===== src/odac_defines.vh =====
// Constants for the octal converter serial command port
`ifndef ODAC_DEFINES_VH
`define ODAC_DEFINES_VH
`define ODAC_WORD_BITS 16
`define ODAC_CNT_W 4
`define ODAC_ADDR_HI 13
`define ODAC_ADDR_LO 11
`define ODAC_ADDR_TOP 13
`define ODAC_CTRL_HI 10
`define ODAC_CTRL_LO 8
`define ODAC_DATA_HI 7
`define ODAC_DATA_LO 0
`define ODAC_CH_NUM 8
`define ODAC_CODE_RST 8'h00
`define ODAC_SHDN_RST 8'hff
`define ODAC_CMD_PASS 3'h0
`define ODAC_CMD_CLEAR 3'h1
`define ODAC_CMD_SHDN 3'h2
`define ODAC_CMD_PHASE 3'h3
`define ODAC_CMD_LDALL 3'h4
`define ODAC_CMD_LDIN 3'h5
`define ODAC_CMD_LDBOTH 3'h6
`define ODAC_CMD_XFER 3'h7
`endif


===== src/odac_sync.v =====
// Two-flop synchroniser for the serial pins
`timescale 1ns/1ps
`default_nettype none
module odac_sync (
    input wire mclk_i,
    input wire rst_n_i,
    input wire [3:0] async_i,
    output reg [3:0] sync_o
);
    reg [3:0] meta_ff;
    // Select, load strobe idle high after reset
    always @(posedge mclk_i)
    begin
        if (!rst_n_i)
        begin
            // Serial clock idles low, so its reset level must be low too
            meta_ff <= 4'ha;
            sync_o <= 4'ha;
        end
        else
        begin
            meta_ff <= async_i;
            sync_o <= meta_ff;
        end
    end
endmodule // odac_sync
`default_nettype wire


===== src/odac_port.v =====
// Serial command port and register bank of an eight-channel 8-bit converter
//
// Overview of operation
// - Load strobe low copies every input register into its converter register.
// - Shift only with select low; execute the command when select rises.
// - Serial input sampled on each rising serial clock edge.
// - Output changes on falling edge in phase 0, rising edge in phase 1.
// - Reset clears shift logic, input and converter registers to zero.
// - After reset the output phase is mode 0, falling edge.
// - Word is two ignored bits, address, control code, data byte.
// - Shifted bits reappear on the output sixteen clocks later in phase 1, half a clock more in phase 0.
// - Serial output always drives a valid level.
// - Select high ignores clock and input, output holds its value.
// - Each clock receives one bit and sends one bit.
// - Code 000 changes no register at all.
// - Code 001 clears all input and converter registers.
// - Code 010 shuts down channel buffers whose data bit is zero.
// - Code 011 sets phase from the top address bit.
// - Code 100 writes data to all input and converter registers.
// - Code 101 writes data into the addressed input register only.
// - Code 110 writes data into addressed input and converter registers.
// - Code 111 copies all input registers to converter registers.
// - With load strobe low converter registers follow input registers.
// - Clear, load-all and load-both commands leave shutdown.
// - Phase commands also copy input registers to converter registers.
// - Output lags input 16.5 clocks in phase 0, 16 in phase 1.
`timescale 1ns/1ps
`default_nettype none
`include "odac_defines.vh"
module odac_port (
    input wire mclk_i,
    input wire rst_n_i,
    input wire sclk_i,
    input wire cs_n_i,
    input wire din_i,
    input wire load_strobe_n_i,
    output reg dout_o,
    output reg [63:0] conv_code_o,
    output reg [63:0] input_code_o,
    output reg [7:0] buf_enable_o,
    output reg phase_mode_o
);
    wire [3:0] pins_sync;
    wire sclk_s;
    wire cs_n_s;
    wire din_s;
    wire ld_n_s;
    reg sclk_d_ff;
    reg cs_n_d_ff;
    reg [15:0] shift_ff;
    reg [15:0] nxt_shift;
    reg phase_ff;
    reg nxt_phase;
    reg [63:0] in_ff;
    reg [63:0] nxt_in;
    reg [63:0] cv_ff;
    reg [63:0] nxt_cv;
    reg [7:0] en_ff;
    reg [7:0] nxt_en;
    reg dout_ff;
    reg nxt_dout;
    reg spill_ff;
    reg nxt_spill;
    wire sclk_rise;
    wire sclk_fall;
    wire cs_rise;
    wire [2:0] cmd_code;
    wire [2:0] cmd_addr;
    wire [7:0] cmd_data;
    integer ch;
    wire ld_n_i_w;

    // Each pin runs off another clock, so all of them pass two flops first
    odac_sync u_sync (
        .mclk_i(mclk_i),
        .rst_n_i(rst_n_i),
        .async_i({ld_n_i_w, din_i, cs_n_i, sclk_i}),
        .sync_o(pins_sync)
    );
    assign ld_n_i_w = load_strobe_n_i;
    assign sclk_s = pins_sync[0];
    assign cs_n_s = pins_sync[1];
    assign din_s = pins_sync[2];
    assign ld_n_s = pins_sync[3];

    always @(posedge mclk_i)
    begin
        if (!rst_n_i)
        begin
            sclk_d_ff <= 1'b0;
            cs_n_d_ff <= 1'b1;
        end
        else
        begin
            sclk_d_ff <= sclk_s;
            cs_n_d_ff <= cs_n_s;
        end
    end

    assign sclk_rise = sclk_s & ~sclk_d_ff & ~cs_n_s;
    assign sclk_fall = ~sclk_s & sclk_d_ff & ~cs_n_s;
    assign cs_rise = cs_n_s & ~cs_n_d_ff;

    assign cmd_addr = shift_ff[`ODAC_ADDR_HI:`ODAC_ADDR_LO];
    assign cmd_code = shift_ff[`ODAC_CTRL_HI:`ODAC_CTRL_LO];
    assign cmd_data = shift_ff[`ODAC_DATA_HI:`ODAC_DATA_LO];

    function [7:0] chan_get;
        input [63:0] bank;
        input [2:0] idx;
        begin
            chan_get = bank[idx*8 +: 8];
        end
    endfunction

    function [63:0] bank_fill;
        input [7:0] val;
        begin
            bank_fill = {8{val}};
        end
    endfunction

    always @*
    begin
        nxt_shift = shift_ff;
        nxt_dout = dout_ff;
        nxt_spill = spill_ff;
        if (sclk_rise)
        begin
            nxt_shift = {shift_ff[14:0], din_s};
            // Keep the bit leaving the word for the following falling edge
            nxt_spill = shift_ff[15];
        end
        if (sclk_fall && !phase_ff)
        begin
            nxt_dout = spill_ff;
        end
        if (sclk_rise && phase_ff)
        begin
            nxt_dout = shift_ff[15];
        end
    end

    always @*
    begin
        nxt_in = in_ff;
        nxt_cv = cv_ff;
        nxt_en = en_ff;
        nxt_phase = phase_ff;
        if (cs_rise)
        begin
            case (cmd_code)
                `ODAC_CMD_PASS:
                begin
                    nxt_in = in_ff;
                end
                `ODAC_CMD_CLEAR:
                begin
                    nxt_in = bank_fill(`ODAC_CODE_RST);
                    nxt_cv = bank_fill(`ODAC_CODE_RST);
                    nxt_en = `ODAC_SHDN_RST;
                end
                `ODAC_CMD_SHDN:
                begin
                    nxt_en = cmd_data;
                end
                `ODAC_CMD_PHASE:
                begin
                    nxt_phase = shift_ff[`ODAC_ADDR_TOP];
                    nxt_cv = in_ff;
                end
                `ODAC_CMD_LDALL:
                begin
                    nxt_in = bank_fill(cmd_data);
                    nxt_cv = bank_fill(cmd_data);
                    nxt_en = `ODAC_SHDN_RST;
                end
                `ODAC_CMD_LDIN:
                begin
                    nxt_in[cmd_addr*8 +: 8] = cmd_data;
                end
                `ODAC_CMD_LDBOTH:
                begin
                    nxt_in[cmd_addr*8 +: 8] = cmd_data;
                    nxt_cv[cmd_addr*8 +: 8] = cmd_data;
                    nxt_en = `ODAC_SHDN_RST;
                end
                `ODAC_CMD_XFER:
                begin
                    nxt_cv = in_ff;
                end
                default:
                begin
                    nxt_in = in_ff;
                end
            endcase
        end
        // transparent while low, sees updates at once
        if (!ld_n_s)
        begin
            for (ch = 0; ch < `ODAC_CH_NUM; ch = ch + 1)
            begin
                nxt_cv[ch*8 +: 8] = chan_get(nxt_in, ch[2:0]);
            end
        end
    end

    always @(posedge mclk_i)
    begin
        if (!rst_n_i)
        begin
            shift_ff <= 16'h0000;
            in_ff <= 64'h0000000000000000;
            cv_ff <= 64'h0000000000000000;
            en_ff <= `ODAC_SHDN_RST;
            phase_ff <= 1'b0;
            dout_ff <= 1'b0;
            spill_ff <= 1'b0;
        end
        else
        begin
            shift_ff <= nxt_shift;
            spill_ff <= nxt_spill;
            in_ff <= nxt_in;
            cv_ff <= nxt_cv;
            en_ff <= nxt_en;
            phase_ff <= nxt_phase;
            dout_ff <= nxt_dout;
        end
    end

    always @(posedge mclk_i)
    begin
        if (!rst_n_i)
        begin
            dout_o <= 1'b0;
            conv_code_o <= 64'h0000000000000000;
            input_code_o <= 64'h0000000000000000;
            buf_enable_o <= 8'hff;
            phase_mode_o <= 1'b0;
        end
        else
        begin
            dout_o <= nxt_dout;
            conv_code_o <= nxt_cv;
            input_code_o <= nxt_in;
            buf_enable_o <= nxt_en;
            phase_mode_o <= nxt_phase;
        end
    end
endmodule // odac_port
`default_nettype wire


===== config.mk =====
export PLATFORM = sky130hd
export DESIGN_NAME = odac_port
export DESIGN_NICKNAME = d
export VERILOG_FILES = /design/src/odac_sync.v /design/src/odac_port.v
export VERILOG_INCLUDE_DIRS = /design/src
export SDC_FILE = /design/constraint.sdc
export NUM_CORES = 1
export LEC_CHECK = 0
export ABC_AREA = 1
export BUFFER_PORTS_ARGS = -buffer_cell sky130_fd_sc_hd__buf_2
export CELL_PAD_IN_SITES_DETAIL_PLACEMENT = 1
export CELL_PAD_IN_SITES_GLOBAL_PLACEMENT = 2
export CORE_UTILIZATION = 27
export DETAILED_ROUTE_END_ITERATION = 8
export PLACE_DENSITY_LB_ADDON = 0.1
export SYNTH_ARGS = -nofsm -noshare
export SYNTH_HDL_FRONTEND = slang
export SYNTH_HIERARCHICAL = 1
export SYNTH_SLANG_ARGS = --single-unit

===== constraint.sdc =====
create_clock -name mclk_i -period 2.4 [get_ports mclk_i]
set_clock_uncertainty 0.1 [all_clocks]
set_input_delay 0.12 -clock mclk_i [delete_from_list [all_inputs] [get_ports mclk_i]]
set_output_delay 0.12 -clock mclk_i [all_outputs]
set_load 0.05 [all_outputs]

# Word level (Yosys, flattened, before mapping)
# Index checks and enable logic that the tools add are counted.
# W data, S select, Z words.
totals:
  regBits: 165
  out_inout_bits: 138
op_classes:
  addsub: 1
  eq_ne: 9
  shift: 2
  muxes: 10
  bitwise: 9
  n_reduce_logical: 11
op_table:
  columns: ["operator", "count"]
  rows:
  - ["$pmux W64 S4", 1]
  - ["$mux W64", 3]
  - ["$pmux W64 S3", 1]
  - ["$bwmux W64", 2]
  - ["$shift A8 B34 Y64 const A", 1]
  - ["$shiftx A8 B34 Y64", 1]
  - ["$neg A6 Y34", 1]
  - ["$pmux W8 S2", 1]
  - ["$eq A3 B3 Y1 const B", 4]
  - ["$eq A3 B2 Y1 const B", 2]
  - ["$reduce_and A2 Y1", 3]
  - ["$and A1 B1 Y1", 5]
  - ["$ne A5 B5 Y1 const B", 1]
  - ["$not A1 Y1", 4]
  - ["$reduce_bool A2 Y1", 2]
  - ["$reduce_or A2 Y1", 2]
  - ["$eq A3 B1 Y1 const B", 1]
  - ["$reduce_or A3 Y1", 1]
  - ["$logic_and A1 B1 Y1", 2]
  - ["$mux W1", 2]
  - ["$ne A2 B2 Y1 const B", 1]
  - ["$logic_not A1 Y1", 1]

# Logic depth before layout (Yosys ltp)
logic_depth:
  word_depth: 6
  mapped_depth: 16
  mapped_depth_nobuf: 14

# Hierarchy
# The synthesis kept the hierarchy.
modules_own_cells:
  columns: ["mod", "n_inst", "cells_each", "area_each_um2", "seq_area_each_um2"]
  rows:
  - ["odac_port", 1, 1553, 9402.8, 3143.0]
  - ["odac_sync", 1, 25, 225.2, 160.2]

# Least setup slack after synthesis
# Ideal clock, no wire load.
synth_timing:
  path_kind: "reg2reg"
  startpoint: "register shift_ff[11]"
  endpoint: "register cv_ff[1]"
  setup_ns: 0.110
  arrival_time_ns: 2.181
  required_time_ns: 2.190
  path_slack_ns: 0.009
  stages_incl_launch_ff: 15
  path_buffers: 3
  synth_period_minus_slack_ns: 2.391
  cell_sequence: "dfxtp_1 inv_2 clkbuf_1 ha_1 ha_1 buf_2 nor3_2 buf_2 nand3_1 nand2_1 nand2_1 nand3_1 nand3_1 nand2_1 inv_1"
synth_via:
  elab_chain_len: 6
synth_rtl:
  columns: ["item", "line", "text"]
  rows:
  - ["from (decl)", "odac_port.v:50", "reg [15:0] shift_ff;"]
  - ["from (signal assigned)", "odac_port.v:222", "shift_ff <= nxt_shift;"]
  - ["$neg A6 Y34 *", "odac_port.v:180, odac_port.v:184, odac_port.v:185", null]
  - ["$shiftx A8 B34 Y64 / $shift A8 B34 Y64 (equally long branches)", "odac_port.v:180, odac_port.v:184, odac_port.v:185", null]
  - ["$bwmux W64 (on tied branches)", "odac_port.v:185, odac_port.v:180, odac_port.v:184", null]
  - ["$pmux W64 S4 / $pmux W64 S3 (equally long branches)", "odac_port.v:152", "case (cmd_code)"]
  - ["$mux W64", "odac_port.v:150", "if (cs_rise)"]
  - ["$mux W64 *", "odac_port.v:199", "if (!ld_n_s)"]
  - ["to (signal assigned)", "odac_port.v:225", "cv_ff <= nxt_cv;"]
  - ["to (decl)", "odac_port.v:56", "reg [63:0] cv_ff;"]
# Mark *: on every way between the ends. The rest lies on a longest branch, timed or not. The select of a mux whose other input is x is not followed.
# A chain may end at the register's enable or synchronous reset.

# Final worst setup path
layout_timing:
  startpoint: "register shift_ff[8]"
  endpoint: "register in_ff[20]"
layout_via:
  elab_chain_len: 4
layout_rtl:
  columns: ["item", "line", "text"]
  rows:
  - ["$eq A3 B3 Y1", "odac_port.v:152", null]
  - ["$reduce_or A2 Y1 (no source line)", null, null]
  - ["$pmux W64 S3 *", "odac_port.v:152", null]
  - ["$mux W64 *", "odac_port.v:150", null]
  - ["to (signal assigned)", "odac_port.v:224", "in_ff <= nxt_in;"]
  - ["to (decl)", "odac_port.v:54", "reg [63:0] in_ff;"]
# Mark *: on every way between the ends. The rest lies on a longest branch, timed or not.

==> flow_metrics.tcl <==
set metrics [dict create \
    synth_most_common_cell "nand2_1" \
    postRouteAntennaNets 0 \
    drc 0 \
    antenna_found_initial 1 \
    fmax_ghz 0.4315 \
    crit_path_max_fanout 9 \
    grt_start_max_net_pins 74 \
    synthTopCellsByCount "nand2_1 (609), nand3_1 (180), dfxtp_1 (165)" \
    grt_pass1_wl_um 70160 \
    cts_htree_levels 4 \
    synth_seq_cells 165 \
    io_pins 144 \
    powerDensity_nw_per_um2 472.0 \
    cts_root_buf "clkbuf_16" \
    cp-end-kind "flip-flop" \
    crit_start "shift_ff[8]" \
    worst-path-stages 7 \
    crit_type "flip-flop to flip-flop" \
    gp_congestion 0.8571 \
    die_area_sq_um 36420 \
    cts_buffers 17 \
    yosys.area_share.simple 0.4055 \
    crit_family "simple AND/OR/NAND/NOR gates" \
    setup_viol 0 \
    syn_inst 1578 \
    dominantRegCellSynth "dfxtp_1" \
    period_share 0.9657 \
    slowest_stage "nor2_2" \
    reg2reg_from "shift_ff[8]" \
    grtUsageTotal 0.2608 \
    hp-start "rst_n_i" \
    slew_headroom 0.4145 \
    netlist_area_sq_um 9628 \
    routed_via_density 4.957 \
    yosys_warnings 6 \
    clockBufferDepth 2 \
    area_growth_pct 26.50 \
    final_net_count 1755 \
    synth_adder_area_share 0.003899 \
    yosysUniqueCellTypes 30 \
    path_clk_slew_ns 0.07 \
    coreArea_sq_um 34800 \
    hold_viol_final 0 \
    holdCritPathClass "input pin to flip-flop" \
    synth_top_area_cell "dfxtp_1" \
    num_rows 68 \
    yosysSeqAreaShare 0.3431 \
    grt_pass1_vias 11190 \
    clock_sinks 165 \
    slew_violations 0 \
    drtIter0Drc 707 \
    grt.overflow.total 0 \
    tightestPinTransition_ns 0.8773 \
    reg2reg_depth 7 \
    synth_enable_flop_cells 0 \
    drt_wl_total_um 46320 \
    die_y_um 190.8 \
    irDropWorstVdd_mv 0.5070 \
    syn_area_per_cell_sq_um 6.101 \
    fp.dieW_um 190.8 \
    synth_xor_area_frac 0 \
    avgRoutedWirePerCell_um 20.92 \
    start_kind "flip-flop" \
    fin_crit_ns 2.318 \
    initial_utilization 0.2767 \
    path_buf_inv 1 \
    drive_above_1_share 0.1853 \
    status "finished clean" \
    numPortBuffers 143 \
    post_cts_buffers 0 \
    cap_violations 0 \
    hold_end "u_sync/sync_o[2]" \
    final_util 0.3500 \
    required_ns 2.65 \
    cts_tree "built" \
    cp_common_cell "nor2_4" \
    synth_nets 1587 \
    hold_depth 3 \
    synthArstFlopShare 0 \
    dp.final_hpwl_um 32090 \
    dr.pass1.iters 6 \
    crit_arrival_ns 2.57 \
    crit_path_cell_trace "nor2_4 -> nand2_4 -> nor2_4 -> nor2_2 -> buf_4 -> nand2_1 -> and3_1" \
    synth_top_area_frac 0.3431 \
    power_w 0.005749 \
    diodes 0 \
    via_count 10980 \
    critPathMaxStageDelay_ns 0.71 \
    ys_top_cells_by_area "dfxtp_1 (34%), nand2_1 (24%), nand3_1 (9.4%), inv_1 (6.1%), o21ai_0 (5.1%)" \
    reg2reg_to "in_ff[20]" \
    p_leak_nw 5.755 \
    reg2reg_slack_ns 0.08 \
    synth.area.mux_share 0 \
    synth-compound-area-share 0.1388 \
    synth_top_family_by_area "simple AND/OR/NAND/NOR gates" \
    insertion_delay_ns 0.46 \
]
==> what timing repair did <==
item / 4_1_cts / 5_1_grt
gates resized for setup: 1 / 26
pin swaps: 0 / 1
endpoints found under the hold margin: 4 / 0
setup endpoints to repair: 3 / 73
hold buffers: 4 / 0
==> worst reg2reg max path, stage by stage (launching register included) <==
cell	delay, ns
dfxtp_1	0.45
nor2_4	0.10
nand2_4	0.24
nor2_4	0.13
nor2_2	0.71
buf_4	0.25
nand2_1	0.08
and3_1	0.16
==> cell type report <==
cell class	count	area [sq um]
Sequential cell	165	3303
Multi-Input combinational cell	1149	5403
Clock buffer	22	464.2
Clock inverter	10	77.57
Tap cell	455	569.3
Timing Repair Buffer	242	1720
Fill cell	4554	22620
Inverter	171	641.9
==> worst max-delay path by stage <==
stage | endpoint | slack [ns]
3_5_place_dp | cv_ff[6] | 0.01
4_1_cts | cv_ff[36] | 0.03
2_1_floorplan | cv_ff[1] | 0.009
5_1_grt | cv_ff[6] | -0.009
6_report | in_ff[20] | 0.08
3_3_place_gp | cv_ff[5] | 0.06
==> stage by stage <==
| step | worst slack (ns) | TNS, ns | hold slack, ns | std cells | area, sq um |
|---|---|---|---|---|---|
| after global routing | -0.009413 | -0.01479 | 0.06173 | 2214 | 12180 |
| after floorplan | 0.008876 | 0 | 0.1048 | 1578 | 9628 |
| final | 0.08229 | 0 | 0.05035 | 2214 | 12180 |
| after detailed placement | 0.01386 | 0 | 0.2012 | 2178 | 11490 |
| after CTS | 0.03387 | 0 | 0.05458 | 2214 | 12070 |
| after global placement | 0.06442 | 0 | 0.1971 | 2178 | 11490 |
==> per-layer routing <==
metal  GRT usage  vias to the layer above  routed length [um]
li1            -                     5389                   -
met1      0.3416                     5268               21780
met2      0.4341                      241               21490
met3     0.02963                       77                1567
met4      0.1025                        0                1485
met5           0                        -                   0
==> power breakdown <==
group / total [W] / internal [W] / switching, W
Sequential: 0.00276 / 0.00275 / 0.00000908
Clock: 0.00270 / 0.00139 / 0.00132
Combinational: 0.000289 / 0.0000845 / 0.000205
==> flip-flops by register name, indices dropped and copies added (netlist names) <==
| register | count |
|---|---|
| en_ff | 8 |
| dout_ff | 1 |
| cv_ff | 64 |
| u_sync/sync_o | 4 |
| cs_n_d_ff | 1 |
| sclk_d_ff | 1 |
| u_sync/meta_ff | 4 |
| phase_ff | 1 |
| spill_ff | 1 |
| in_ff | 64 |
| shift_ff | 16 |
==> cell families after synthesis <==
kind of cell | Yosys count
buf+inv | 264
flops | 165
fa+ha+maj | 3
compound gates | 244
simple gates | 902
==> cells in the final DEF (no fill, tap or decap), types with 2 or more instances in the layout <==
cell type	n
clkbuf_8	2
and2_1	10
a22oi_1	3
nand4_1	30
and3_1	29
dlygate4sd3_1	4
buf_12	19
clkinv_4	6
nand2_4	4
o21ai_4	2
inv_1	155
o21bai_1	29
inv_2	15
nand2_1	606
nand3_1	180
o21ai_0	98
dfxtp_1	165
clkbuf_16	17
nor2_4	11
buf_6	3
nor2_2	13
clkinvlp_4	2
nor2_1	16
buf_2	142
clkbuf_1	3
ha_4	2
clkinv_2	2
a21oi_1	63
a22oi_2	7
o21ai_1	37
buf_4	74
a31oi_1	2
Power figures use the tool's default switching activity.
